[src/core/wcu_regs.svh]
`ifndef WCU_REGS_SVH
`define WCU_REGS_SVH
// ==========================================================
// clock and timing
`define WCU_CLK_MHZ 200
`define WCU_ERASE_ALL_MS 8000
`define WCU_PULSE_MS 100
// ==========================================================
// register byte offsets
`define WCU_CTRL_OFS 8'h00
`define WCU_SETUP_OFS 8'h04
`define WCU_CMD_OFS 8'h08
`define WCU_COPY_OFS 8'h0c
`define WCU_DIGIT_OFS 8'h10
`define WCU_COUNT_OFS 8'h14
`define WCU_STAT_OFS 8'h18
`define WCU_IRQ_STAT_OFS 8'h1c
`define WCU_IRQ_MASK_OFS 8'h20
`define WCU_DATA_OFS 8'h24
// ==========================================================
// control register fields
`define WCU_CTRL_REMOTE 0
`define WCU_CTRL_COUNT_ALL 1
`define WCU_CTRL_PULSED 2
`define WCU_CTRL_PRESS_OFF 3
`define WCU_CTRL_ONLINE 4
`define WCU_CTRL_W 5
`define WCU_CTRL_RESET 5'h02
// command register fields
`define WCU_CMD_INC 0
`define WCU_CMD_DEC 1
`define WCU_CMD_COPY 2
`define WCU_CMD_ERASE_CUR 3
`define WCU_CMD_ERASE_ALL 4
`define WCU_CMD_RESET_CNT 5
`define WCU_CMD_PRESET 6
`define WCU_CMD_YES 8
// interrupt status bits
`define WCU_IRQ_DONE 0
`define WCU_IRQ_BAD 1
`define WCU_IRQ_ERASED 2
`define WCU_IRQ_REFUSED 3
`define WCU_IRQ_W 4
// ==========================================================
// limits
`define WCU_PRESET_MAX 16'hea60
`define WCU_DIGITS 5
`endif

[src/core/wcu_pkg.sv]
package wcu_pkg;
   // ==========================================================
   // weld cycle sequencer
   typedef enum logic [1:0] {
      CYC_IDLE,
      CYC_WELD,
      CYC_PRESS_ONLY,
      CYC_HOLD
   } wcu_cyc_type;

   // the four isolated status outputs
   typedef struct packed {
      logic dwell;
      logic ready;
      logic good;
      logic bad;
   } wcu_iso_type;

   // weld side inputs
   typedef struct packed {
      logic trigger;
      logic automation;
      logic palm_left;
      logic palm_right;
      logic weld_done;
      logic bad_limit;
      logic suspect_limit;
      logic dwell;
   } wcu_weld_in_type;
endpackage : wcu_pkg

[src/core/wcu_top.sv]
// The APB interface to the registers and the register offsets were left to the implementer.
`timescale 1ns/1ps
`include "wcu_regs.svh"

// Overview of operation
// - eight setups, inc/dec selects active one
// - mode flag picks local or remote selection
// - remote: active setup follows selection bits
// - copy source to destination only when confirmed
// - erase current or all, only if confirmed
// - erase-all busy about eight seconds
// - confirmed reset clears part counter
// - count mode: all parts or good only
// - digit preset, refuse values above 60000
// - one mode bit, maintained by default
// - pulsed mode gives 100 ms pulse
// - outputs: bad, good, ready, in-dwell
// - offline ignores trigger, option set or not
// - offline option: both palms, no ultrasonics
// - offline: automation input never starts cycle
// - bad limit ends cycle; suspect flags only
module wcu_top #(
   parameter int unsigned ERASE_CYCLES = `WCU_ERASE_ALL_MS * 1000 * `WCU_CLK_MHZ,
   parameter int unsigned PULSE_CYCLES = `WCU_PULSE_MS * 1000 * `WCU_CLK_MHZ
) (
   input wire logic pclk, // bus and core clock
   input wire logic presetn, // async reset, active low
   input wire logic psel, // apb select
   input wire logic penable, // apb access phase
   input wire logic pwrite, // apb direction
   input wire logic [7:0] paddr, // apb byte address
   input wire logic [31:0] pwdata, // apb write data
   output logic [31:0] prdata, // apb read data
   output logic pready, // apb ready
   output logic pslverr, // apb error, unmapped address
   input wire logic [2:0] remote_sel, // plc setup selection bits
   input wire wcu_pkg::wcu_weld_in_type weld_in, // trigger, palms, limits
   output logic press_cycle, // drive press down
   output logic us_enable, // ultrasonic output enable
   output wcu_pkg::wcu_iso_type iso_out, // isolated status outputs
   output logic erase_busy, // erase of all setups running
   output logic [2:0] active_setup, // active setup, 0 means setup 1
   output logic irq // level interrupt
);
   // ==========================================================
   // bus phase decode
   logic setup_ph;
   logic access_ph;
   logic wr_en;
   logic rd_en;
   assign setup_ph = psel & ~penable;
   assign access_ph = psel & penable & pready;
   assign wr_en = access_ph & pwrite;
   assign rd_en = access_ph & ~pwrite;

   logic [`WCU_CTRL_W-1:0] ctrl;
   logic [`WCU_IRQ_W-1:0] irq_stat;
   logic [`WCU_IRQ_W-1:0] irq_mask;
   logic [`WCU_IRQ_W-1:0] irq_set;
   logic [`WCU_IRQ_W-1:0] rd_clr;
   logic [2:0] copy_src;
   logic [2:0] copy_dst;
   logic [3:0] digit [`WCU_DIGITS];
   logic [15:0] part_count;
   logic [15:0] setup_data [8];
   logic [7:0] setup_valid;
   logic [31:0] erase_cnt;
   logic preset_err;
   wcu_pkg::wcu_cyc_type cyc_state;
   logic cyc_start;
   logic cyc_end;
   logic cyc_bad;
   logic cyc_suspect;
   logic done_bad;

   // ==========================================================
   // command decode, taken only at the write access edge
   logic cmd_wr;
   logic yes;
   logic idle_ok;
   assign cmd_wr = wr_en & (paddr == `WCU_CMD_OFS);
   assign yes = pwdata[`WCU_CMD_YES];
   assign idle_ok = cmd_wr & ~erase_busy;

   logic do_copy;
   logic do_erase_cur;
   logic do_erase_all;
   logic do_reset_cnt;
   logic do_preset;
   // copy, erase and count reset need the yes bit, preset does not; a no answer changes nothing
   assign do_copy = idle_ok & pwdata[`WCU_CMD_COPY] & yes;
   assign do_erase_cur = idle_ok & pwdata[`WCU_CMD_ERASE_CUR] & yes;
   assign do_erase_all = idle_ok & pwdata[`WCU_CMD_ERASE_ALL] & yes;
   assign do_reset_cnt = idle_ok & pwdata[`WCU_CMD_RESET_CNT] & yes;
   assign do_preset = idle_ok & pwdata[`WCU_CMD_PRESET];

   // ==========================================================
   // preset value built from decimal digits, digit 0 least significant
   logic [16:0] preset_val;
   assign preset_val = 17'(digit[0]) + 17'(digit[1]) * 17'd10 + 17'(digit[2]) * 17'd100
      + 17'(digit[3]) * 17'd1000 + 17'(digit[4]) * 17'd10000;
   logic preset_ok;
   assign preset_ok = preset_val <= 17'(`WCU_PRESET_MAX);

   // ==========================================================
   // control register; maintained outputs after reset
   always_ff @(posedge pclk or negedge presetn)
   begin
      if (!presetn)
         ctrl <= `WCU_CTRL_RESET;
      else if (wr_en && paddr == `WCU_CTRL_OFS)
         ctrl <= pwdata[`WCU_CTRL_W-1:0];
   end

   // copy operands and preset digits
   always_ff @(posedge pclk or negedge presetn)
   begin
      if (!presetn)
      begin
         copy_src <= 3'h0;
         copy_dst <= 3'h0;
         for (int i = 0; i < `WCU_DIGITS; i++)
            digit[i] <= 4'h0;
      end
      else if (wr_en && paddr == `WCU_COPY_OFS)
      begin
         copy_src <= pwdata[2:0];
         copy_dst <= pwdata[6:4];
      end
      else if (wr_en && paddr == `WCU_DIGIT_OFS && pwdata[2:0] < 3'(`WCU_DIGITS)
               && pwdata[7:4] <= 4'h9)
         digit[pwdata[2:0]] <= pwdata[7:4];
   end

   // ==========================================================
   // active setup: local inc/dec saturating at 1 and 8, or remote bits
   always_ff @(posedge pclk or negedge presetn)
   begin
      if (!presetn)
         active_setup <= 3'h0;
      else if (ctrl[`WCU_CTRL_REMOTE])
         active_setup <= remote_sel;
      else if (idle_ok && pwdata[`WCU_CMD_INC] && active_setup != 3'h7)
         active_setup <= active_setup + 3'h1;
      else if (idle_ok && pwdata[`WCU_CMD_DEC] && active_setup != 3'h0)
         active_setup <= active_setup - 3'h1;
   end

   // ==========================================================
   // setup store: one data word and a configured bit per setup
   always_ff @(posedge pclk or negedge presetn)
   begin
      if (!presetn)
      begin
         setup_valid <= 8'h00;
         for (int i = 0; i < 8; i++)
            setup_data[i] <= 16'h0000;
      end
      else if (erase_busy && erase_cnt == 32'h1)
      begin
         // all setups wiped when the long erase ends
         setup_valid <= 8'h00;
         for (int i = 0; i < 8; i++)
            setup_data[i] <= 16'h0000;
      end
      else if (do_copy)
      begin
         setup_data[copy_dst] <= setup_data[copy_src];
         setup_valid[copy_dst] <= setup_valid[copy_src];
      end
      else if (do_erase_cur)
      begin
         setup_data[active_setup] <= 16'h0000;
         setup_valid[active_setup] <= 1'b0;
      end
      else if (wr_en && paddr == `WCU_DATA_OFS && !erase_busy)
      begin
         setup_data[active_setup] <= pwdata[15:0];
         setup_valid[active_setup] <= 1'b1;
      end
   end

   // ==========================================================
   // erase-all timer; busy stays up until the count runs out
   always_ff @(posedge pclk or negedge presetn)
   begin
      if (!presetn)
      begin
         erase_busy <= 1'b0;
         erase_cnt <= 32'h0;
      end
      else if (do_erase_all)
      begin
         erase_busy <= 1'b1;
         erase_cnt <= ERASE_CYCLES;
      end
      else if (erase_busy)
      begin
         erase_cnt <= erase_cnt - 32'h1;
         if (erase_cnt == 32'h1)
            erase_busy <= 1'b0;
      end
   end

   // ==========================================================
   // weld cycle sequencer
   logic online;
   logic palms;
   assign online = ctrl[`WCU_CTRL_ONLINE];
   assign palms = weld_in.palm_left & weld_in.palm_right;

   always_ff @(posedge pclk or negedge presetn)
   begin
      if (!presetn)
      begin
         cyc_state <= wcu_pkg::CYC_IDLE;
         press_cycle <= 1'b0;
         us_enable <= 1'b0;
         cyc_suspect <= 1'b0;
      end
      else
      begin
         case (cyc_state)
            wcu_pkg::CYC_IDLE:
            begin
               if (online && (weld_in.trigger || weld_in.automation || palms))
               begin
                  cyc_state <= wcu_pkg::CYC_WELD;
                  press_cycle <= 1'b1;
                  us_enable <= 1'b1;
                  cyc_suspect <= 1'b0;
               end
               // offline: trigger and automation ignored, palms only with option
               else if (!online && ctrl[`WCU_CTRL_PRESS_OFF] && palms)
               begin
                  cyc_state <= wcu_pkg::CYC_PRESS_ONLY;
                  press_cycle <= 1'b1;
                  us_enable <= 1'b0;
               end
            end
            wcu_pkg::CYC_WELD:
            begin
               if (weld_in.suspect_limit)
                  cyc_suspect <= 1'b1;
               // a bad limit cuts the weld short
               if (weld_in.bad_limit || weld_in.weld_done)
               begin
                  cyc_state <= wcu_pkg::CYC_HOLD;
                  press_cycle <= 1'b0;
                  us_enable <= 1'b0;
               end
            end
            wcu_pkg::CYC_PRESS_ONLY:
            begin
               // press follows the palms, no count and no ultrasonics
               if (!palms)
               begin
                  cyc_state <= wcu_pkg::CYC_HOLD;
                  press_cycle <= 1'b0;
               end
            end
            wcu_pkg::CYC_HOLD:
            begin
               // wait for every start request to drop before rearming
               if (!weld_in.trigger && !weld_in.automation && !palms)
                  cyc_state <= wcu_pkg::CYC_IDLE;
            end
            default:
            begin
               cyc_state <= wcu_pkg::CYC_IDLE;
               press_cycle <= 1'b0;
               us_enable <= 1'b0;
            end
         endcase
      end
   end

   assign cyc_start = (cyc_state == wcu_pkg::CYC_IDLE) & online
      & (weld_in.trigger | weld_in.automation | palms);
   assign cyc_end = (cyc_state == wcu_pkg::CYC_WELD) & (weld_in.bad_limit | weld_in.weld_done);
   assign cyc_bad = weld_in.bad_limit;
   assign done_bad = cyc_end & cyc_bad;

   // ==========================================================
   // part counter; reset wins over a count in the same cycle
   logic count_it;
   assign count_it = cyc_end & (ctrl[`WCU_CTRL_COUNT_ALL]
      | (~cyc_bad & ~cyc_suspect & ~weld_in.suspect_limit));

   always_ff @(posedge pclk or negedge presetn)
   begin
      if (!presetn)
         part_count <= 16'h0000;
      else if (do_reset_cnt)
         part_count <= 16'h0000;
      else if (do_preset && preset_ok)
         part_count <= preset_val[15:0];
      else if (count_it)
         part_count <= part_count + 16'h1;
   end

   // refused preset flag, cleared by the next accepted preset
   always_ff @(posedge pclk or negedge presetn)
   begin
      if (!presetn)
         preset_err <= 1'b0;
      else if (do_preset)
         preset_err <= ~preset_ok;
   end

   // ==========================================================
   // status conditions: bad and good held from cycle end to next start
   logic held_bad;
   logic held_good;
   always_ff @(posedge pclk or negedge presetn)
   begin
      if (!presetn)
      begin
         held_bad <= 1'b0;
         held_good <= 1'b0;
      end
      else if (cyc_start)
      begin
         held_bad <= 1'b0;
         held_good <= 1'b0;
      end
      else if (cyc_end)
      begin
         held_bad <= cyc_bad;
         held_good <= ~cyc_bad & ~cyc_suspect & ~weld_in.suspect_limit;
      end
   end

   logic [3:0] cond;
   assign cond[0] = held_bad;
   assign cond[1] = held_good;
   assign cond[2] = online & (cyc_state == wcu_pkg::CYC_IDLE) & ~erase_busy;
   assign cond[3] = (cyc_state == wcu_pkg::CYC_WELD) & weld_in.dwell;

   // one shaper per output: level in maintained mode, timed pulse on a rise
   logic [3:0] cond_d;
   logic [3:0] iso_q;
   for (genvar g = 0; g < 4; g++)
   begin : g_iso
      logic [31:0] pcnt;
      always_ff @(posedge pclk or negedge presetn)
      begin
         if (!presetn)
         begin
            cond_d[g] <= 1'b0;
            pcnt <= 32'h0;
            iso_q[g] <= 1'b0;
         end
         else
         begin
            cond_d[g] <= cond[g];
            if (!ctrl[`WCU_CTRL_PULSED])
            begin
               pcnt <= 32'h0;
               iso_q[g] <= cond[g];
            end
            else if (cond[g] && !cond_d[g])
            begin
               pcnt <= PULSE_CYCLES - 32'h1;
               iso_q[g] <= 1'b1;
            end
            else if (pcnt != 32'h0)
               pcnt <= pcnt - 32'h1;
            else
               iso_q[g] <= 1'b0;
         end
      end
   end

   assign iso_out.bad = iso_q[0];
   assign iso_out.good = iso_q[1];
   assign iso_out.ready = iso_q[2];
   assign iso_out.dwell = iso_q[3];

   // ==========================================================
   // interrupts: sticky, cleared by reading; a new event wins
   assign irq_set[`WCU_IRQ_DONE] = cyc_end;
   assign irq_set[`WCU_IRQ_BAD] = done_bad;
   assign irq_set[`WCU_IRQ_ERASED] = erase_busy & (erase_cnt == 32'h1);
   assign irq_set[`WCU_IRQ_REFUSED] = do_preset & ~preset_ok;
   // only the bits returned to software are cleared, so none slip by
   assign rd_clr = (rd_en && paddr == `WCU_IRQ_STAT_OFS) ? prdata[`WCU_IRQ_W-1:0]
      : {`WCU_IRQ_W{1'b0}};

   always_ff @(posedge pclk or negedge presetn)
   begin
      if (!presetn)
         irq_stat <= {`WCU_IRQ_W{1'b0}};
      else
         irq_stat <= (irq_stat & ~rd_clr) | irq_set;
   end

   always_ff @(posedge pclk or negedge presetn)
   begin
      if (!presetn)
         irq_mask <= {`WCU_IRQ_W{1'b0}};
      else if (wr_en && paddr == `WCU_IRQ_MASK_OFS)
         irq_mask <= pwdata[`WCU_IRQ_W-1:0];
   end

   always_ff @(posedge pclk or negedge presetn)
   begin
      if (!presetn)
         irq <= 1'b0;
      else
         irq <= |(irq_stat & irq_mask);
   end

   // ==========================================================
   // apb slave: read data captured in setup, one access cycle always
   logic [31:0] next_prdata;
   logic next_err;
   always_comb
   begin
      next_prdata = 32'h0;
      next_err = 1'b0;
      case (paddr)
         `WCU_CTRL_OFS: next_prdata = 32'(ctrl);
         `WCU_SETUP_OFS: next_prdata = 32'(active_setup);
         `WCU_CMD_OFS: next_prdata = 32'h0;
         `WCU_COPY_OFS: next_prdata = {25'h0, copy_dst, 1'b0, copy_src};
         `WCU_DIGIT_OFS: next_prdata = {12'h0, digit[4], digit[3], digit[2], digit[1], digit[0]};
         `WCU_COUNT_OFS: next_prdata = 32'(part_count);
         `WCU_STAT_OFS: next_prdata = {16'h0, setup_valid, 2'h0, 1'b0, preset_err,
            cyc_state == wcu_pkg::CYC_IDLE, press_cycle, us_enable, erase_busy};
         `WCU_IRQ_STAT_OFS: next_prdata = 32'(irq_stat);
         `WCU_IRQ_MASK_OFS: next_prdata = 32'(irq_mask);
         `WCU_DATA_OFS: next_prdata = 32'(setup_data[active_setup]);
         default: next_err = 1'b1;
      endcase
   end

   always_ff @(posedge pclk or negedge presetn)
   begin
      if (!presetn)
      begin
         pready <= 1'b0;
         pslverr <= 1'b0;
         prdata <= 32'h0;
      end
      else
      begin
         pready <= setup_ph;
         pslverr <= setup_ph & next_err;
         if (setup_ph && !pwrite)
            prdata <= next_prdata;
      end
   end
endmodule : wcu_top

[config.mk]
export PLATFORM = sky130hd
export DESIGN_NAME = wcu_top
export DESIGN_NICKNAME = d
export VERILOG_FILES = /design/src/core/wcu_pkg.sv /design/src/core/wcu_top.sv
export VERILOG_INCLUDE_DIRS = /design/src /design/src/core
export SDC_FILE = /design/constraint.sdc
export NUM_CORES = 1
export LEC_CHECK = 0
export BUFFER_PORTS_ARGS = -buffer_cell sky130_fd_sc_hd__buf_2
export CAP_MARGIN = 20
export CORE_MARGIN = 3
export CORE_UTILIZATION = 63
export DETAILED_ROUTE_END_ITERATION = 8
export MAX_ROUTING_LAYER = met4
export PLACE_DENSITY_LB_ADDON = 0.08
export RECOVER_POWER = 50
export SLEW_MARGIN = 0
export SYNTH_ARGS = -nofsm -noshare
export SYNTH_HDL_FRONTEND = slang
export SYNTH_SLANG_ARGS = --single-unit
[constraint.sdc]
create_clock -name pclk -period 6.1 [get_ports pclk]
set_input_delay 1.22 -clock pclk [delete_from_list [all_inputs] [get_ports pclk]]
set_output_delay 1.22 -clock pclk [all_outputs]
set_load 0.03 [all_outputs]
# After elaboration in Yosys (flattened, before gate mapping)
# Index checks and enable logic that the tools add are counted.
dict set report totals {
  ff_bits 406
  inputBits 56
  output_inout_bits 45
  wordCells 312
}
dict set report op_classes {
  addsub 12
  n_mul 4
  n_lt_le_gt_ge 15
  eq_ne 28
  muxes 89
  bitwise 54
  reduce_logical 64
}
# operator count
set op_table {}
lappend op_table {{128-bit two-way mux} 4}
lappend op_table {{32-bit two-way mux} 14}
lappend op_table {{128-bit bitwise mux} 2}
lappend op_table {{20-bit case mux with 9 select lines} 1}
lappend op_table {{32-bit by 1-bit subtractor with 32-bit output (second input constant)} 5}
lappend op_table {{16-bit two-way mux} 9}
lappend op_table {{128-bit bitwise AND} 1}
lappend op_table {{128-bit inverter} 1}
lappend op_table {{32-bit nonzero test} 4}
lappend op_table {{16-bit binary-select mux with 3-bit select} 2}
lappend op_table {{16-bit demux with 3-bit select} 2}
lappend op_table {{32-bit by 1-bit equality test with 1-bit output (second input constant)} 1}
lappend op_table {{8-bit by 5-bit equality test with 1-bit output (second input constant)} 4}
lappend op_table {{8-bit two-way mux} 4}
lappend op_table {{1-bit two-way mux} 31}
lappend op_table {{1-bit logical AND} 30}
lappend op_table {{1-bit bitwise AND} 29}
lappend op_table {{20-bit bitwise mux} 1}
lappend op_table {{3-bit inequality test (second input constant)} 6}
lappend op_table {{15-bit by 17-bit adder with 17-bit output} 1}
lappend op_table {{17-bit by 16-bit less-or-equal comparator with 1-bit output (second input constant)} 1}
lappend op_table {{16-bit by 1-bit adder with 16-bit output (second input constant)} 1}
lappend op_table {{8-bit by 4-bit equality test with 1-bit output (second input constant)} 2}
lappend op_table {{8-bit by 6-bit equality test with 1-bit output (second input constant)} 2}
lappend op_table {{other kinds (51)} 108}

# Depth between registers and ports, before layout
dict set report logic_depth {
  ltp_word 10
  depth_mapped 24
  mapped_depth_nobuf 23
}

# Worst setup path before layout
# OpenSTA, ideal clock, no wires.
dict set report synth_path {
  kind {register to register}
  from {register digit[6] in the netlist's numbering}
  to {register part_count[0]}
  setup_time_ns 0.120
  arrival_time_ns 5.413
  t_required_ns 5.980
  slack_ns 0.567
  path_stages_with_launch 25
  n_path_buf 1
  synth_period_minus_slack_ns 5.533
  path_cell_list {dfrtp_1 -> fa_1 -> inv_1 -> fa_1 -> inv_1 -> ha_1 -> a21oi_1 -> nand2b_1 -> a21oi_1 -> nor2_1 -> o21ai_0 -> a21oi_1 -> xnor2_1 -> ha_1 -> ha_1 -> ha_1 -> a21oi_1 -> o22ai_1 -> nor4_1 -> a211o_1 -> mux2i_1 -> or2_2 -> clkbuf_1 -> nand2_2 -> a31o_2}
}
dict set report synth_via {
  elab_chain_len 7
  word_cells_on_any_way 8
}
# element line
set synth_lines {}
lappend synth_lines {{start: declaration} wcu_top.sv:63} ;# logic [3:0] digit [`WCU_DIGITS];
lappend synth_lines {{start signal: indexed assignment} wcu_top.sv:132} ;# digit[pwdata[2:0]] <= pwdata[7:4];
lappend synth_lines {{4-bit by 7-bit multiplier with 11-bit output *} wcu_top.sv:101} ;# + 17'(digit[3]) * 17'd1000 + 17'(digit[4]) * 17'd10000;
lappend synth_lines {{12-bit by 14-bit adder with 15-bit output *} wcu_top.sv:101}
lappend synth_lines {{15-bit by 17-bit adder with 17-bit output *} wcu_top.sv:101}
lappend synth_lines {{17-bit by 16-bit less-or-equal comparator with 1-bit output *} wcu_top.sv:103} ;# assign preset_ok = preset_val <= 17'(`WCU_PRESET_MAX);
lappend synth_lines {{1-bit logical AND *} wcu_top.sv:296} ;# else if (do_preset && preset_ok)
lappend synth_lines {{16-bit two-way mux} wcu_top.sv:296}
lappend synth_lines {{16-bit two-way mux} wcu_top.sv:294} ;# else if (do_reset_cnt)
lappend synth_lines {{end signal: assignment} wcu_top.sv:297} ;# part_count <= preset_val[15:0];
lappend synth_lines {{end signal: assignment} wcu_top.sv:299} ;# part_count <= part_count + 16'h1;
lappend synth_lines {{end: declaration} wcu_top.sv:64} ;# logic [15:0] part_count;
# Mark *: on every way between the ends. The rest lies on a longest branch, timed or not.
# A chain may end at the register's enable or synchronous reset.

# Worst setup path in the final report
dict set report layout_path {
  from {register digit[5] in the netlist's numbering}
  to {register part_count[6]}
}
dict set report layout_via {
  elab_chain_len 7
  word_cells_on_any_way 8
}
# element line
set layout_lines {}
lappend layout_lines {{4-bit by 7-bit multiplier with 11-bit output *} wcu_top.sv:101}
lappend layout_lines {{12-bit by 14-bit adder with 15-bit output *} wcu_top.sv:101}
lappend layout_lines {{15-bit by 17-bit adder with 17-bit output *} wcu_top.sv:101}
lappend layout_lines {{17-bit by 16-bit less-or-equal comparator with 1-bit output} wcu_top.sv:103}
lappend layout_lines {{1-bit logical AND} wcu_top.sv:296}
lappend layout_lines {{16-bit two-way mux} wcu_top.sv:296}
lappend layout_lines {{16-bit two-way mux} wcu_top.sv:294}
# Marked as above.

==> results.sh <==
export IMPL_status="finished, violations left"
export IMPL_violations="max-capacitance violations, max-slew violations"
export IMPL_syn_avg_cell_area_um2=9.31
export IMPL_synth_edf_count=0
export IMPL_core_area_um2=37000
export IMPL_dpl_hpwl_um=49700
export IMPL_cts_path_max_buffers=3
export IMPL_cts_tree="built"
export IMPL_crit_path_end_kind="flip-flop"
export IMPL_max_stage_delay_ps=620
export IMPL_routed_wl_um=75300
export IMPL_clkLatencyLatePin_ps=590
export IMPL_htree_num_levels=2
export IMPL_hold_ws_ps=452
export IMPL_setup_worst_path_start_class="flip-flop"
export IMPL_ant_nets=0
export IMPL_worstSetupPathType="flip-flop to flip-flop"
export IMPL_arrival_ps=6220
export IMPL_vias=21400
export IMPL_cap_violations=2
export IMPL_avgRoutedWirePerCell_um=24.0
export IMPL_slew_headroom_pct=-210
export IMPL_ios=101
export IMPL_multi_input_area_um2=13200
export IMPL_cpMaxStageDelayCell="fa_2"
export IMPL_grt_first_pass_wirelength_um=118000
export IMPL_finalCritPeriodShare_pct=94.1
export IMPL_setup_violations=0
export IMPL_async_flop_share_pct=100
export IMPL_syn_area_um2=23900
export IMPL_drt_iter0_markers=2561
export IMPL_final_cell_mix="dfrtp_1 (392), nand2_1 (275), nor2_1 (244)"
export IMPL_synth_cells=2562
export IMPL_cts_num_sinks=394
export IMPL_core_rowCount=70
export IMPL_crit_required_ps=6580
export IMPL_grt_pass1_vias=20800
export IMPL_ys_types=88
export IMPL_power_density_nw_per_um2=236
export IMPL_drv_slew=118
export IMPL_cp_cell_sequence="fa_2, inv_1, fa_1, inv_1, ha_1, a21oi_2, nand2b_1, a21oi_1, nor2_1, o21ai_0, a21oi_1, xnor2_1, ha_1, ha_1, ha_2, nand3_1, o22ai_2, nor3_1, a211o_1, mux2i_4, or3_4, a221o_1, o31ai_1"
export IMPL_firstDrtPassIters=6
export IMPL_gp_congestion=1.03
export IMPL_fin_crit_ps=5740
export IMPL_finalClockSkew_ps=25.7
export IMPL_syn2layout_area_growth_pct=10.8
export IMPL_final_cells=3134
export IMPL_finalHoldViolations=0
export IMPL_die_h_um=201
export IMPL_crit_start="digit[5]"
export IMPL_drc_errors=0
export IMPL_power_leakage_nw=11.3
export IMPL_hp_start="held_bad"
export IMPL_path_clk_slew_ps=70
export IMPL_vias_per_cell=6.82
export IMPL_drive_above_1_share_pct=12.8
export IMPL_dp_cells=3046
export IMPL_track_usage_pct=37.8
export IMPL_path_common_cell="ha_1"
export IMPL_synth_seq_cells=394
export IMPL_cts_made_buffers=43
export IMPL_root_buffer="clkbuf_16"
export IMPL_grt_max_degree=136
export IMPL_n_fill_cell=2823
export IMPL_synth_main_ff_cell="dfrtp_1"
export IMPL_seq_area_frac_synth_pct=41.3
export IMPL_ys_warn_count=0
export IMPL_die_area_um2=40200
export IMPL_crit_reg2reg_launch="digit[5]"
export IMPL_grt_antenna_before_repair=1
export IMPL_fmax_mhz=174
export IMPL_critPathMaxFanout=7
export IMPL_vdd_drop_max_uv=235
export IMPL_fin_nets=2754
export IMPL_start_util_pct=64.5
export IMPL_gr_total_overflow=0
export IMPL_seqCellArea_um2=9860
export IMPL_mostFrequentLayoutCell="dfrtp_1"
export IMPL_die_w_um=201
export IMPL_io_buffer_count=72
export IMPL_worst_pin_slew_ps=4640
export IMPL_hold_class="flip-flop to flip-flop"
[final timing paths]
check / cells past startpoint / end / slack, ps
setup / recovery: 23 / part_count[6] / 360
hold / removal: 0 / cond_d[0] / 450
setup reg to reg: 23 / part_count[6] / 360
hold reg to reg: 0 / cond_d[0] / 450
max in group asynchronous: 2 / copy_src[0] / 700
min in group asynchronous: 1 / part_count[12] / 2500
[power breakdown]
group,leakage (nW),switching [W],total (W),internal (W)
Combinational,5.31,0.000380,0.000533,0.000154
Sequential,5.25,0.0000644,0.00274,0.00268
Clock,0.789,0.00115,0.00297,0.00182
Total,11.3,0.00159,0.00624,0.00465
[sequential cells by signal, summed over array words and instances (netlist names), 5 cells and up]
signal	flops
ctrl	5
digit	20
erase_cnt	32
g_iso.pcnt	128
part_count	16
prdata	20
setup_data	128
setup_valid	8
[critical path, delay by kind of cell, from the launching register on]
kind            cells  cell delay, ps
fa+ha+maj           6            2370
compound gates      8            1450
simple gates        5             860
flops               1             400
mux                 1             250
xor+xnor            1             160
buf+inv             2             150
[what timing repair did]
action	CTS	global route
gates resized for setup	0	16
setup endpoints to repair	0	18
endpoints found under the hold margin	0	0
setup buffers	0	2
hold buffers	0	0
[per-stage QoR]
stage | cell area (µm²) | setup WS [ps] | util [%] | setup TNS [ps] | total power [W]
final | 26400 | 358 | 71.6 | 0 | 0.00624
after global routing | 26400 | -2.26 | 71.5 | -3.11 | 0.00643
after CTS | 26300 | 103 | 71.2 | 0 | 0.00626
after detailed placement | 24700 | 125 | 66.9 | 0 | 0.00331
after global placement | 24700 | 262 | 66.8 | 0 | 0.00330
after floorplan | 23900 | 567 | - | 0 | 0.00311
[final cells by class]
cell class,instances,area share [%]
diodes,2,0.0189
clock buffers,50,4.32
clock inverters,30,1.73
inverters,85,1.21
multi-input cells,1949,50.1
flip-flops and latches,394,37.3
well taps,504,2.38
repair buffers,120,2.95
[Yosys cell counts (all sizes together) (49+ instances only)]
master / number / share of area (%)
xnor2: 105 / 3.9
a22oi: 180 / 5.7
nor2: 253 / 4.0
nand3: 56 / 1.2
ha: 77 / 4.0
a21oi: 162 / 3.4
o21ai: 202 / 4.2
nor3: 64 / 1.4
nor4: 49 / 1.5
inv: 85 / 1.3
nand2: 279 / 4.5
dfrtp: 393 / 41
xor2: 64 / 2.3
clkbuf: 110 / 1.7
[kinds of logic after synthesis]
family / count (synthesis) / synth area share (%)
compound gates: 698 / 18.7
xor+xnor: 169 / 6.20
fa+ha+maj: 105 / 6.39
buf+inv: 230 / 3.93
flops: 394 / 41.3
mux: 84 / 5.53
other cells: 1 / 0.0157
simple gates: 881 / 17.9
[layer usage]
metal  up-vias  global-route usage, %  part of all wire, %
met5         -                      -                    0
met1     10300                   48.1                   38
li1       9355                      -                    -
met4         0                   21.7                  6.9
met3       392                   9.79                   11
met2      1277                   55.3                   44
No activity file was read; power rests on OpenSTA's default activity.
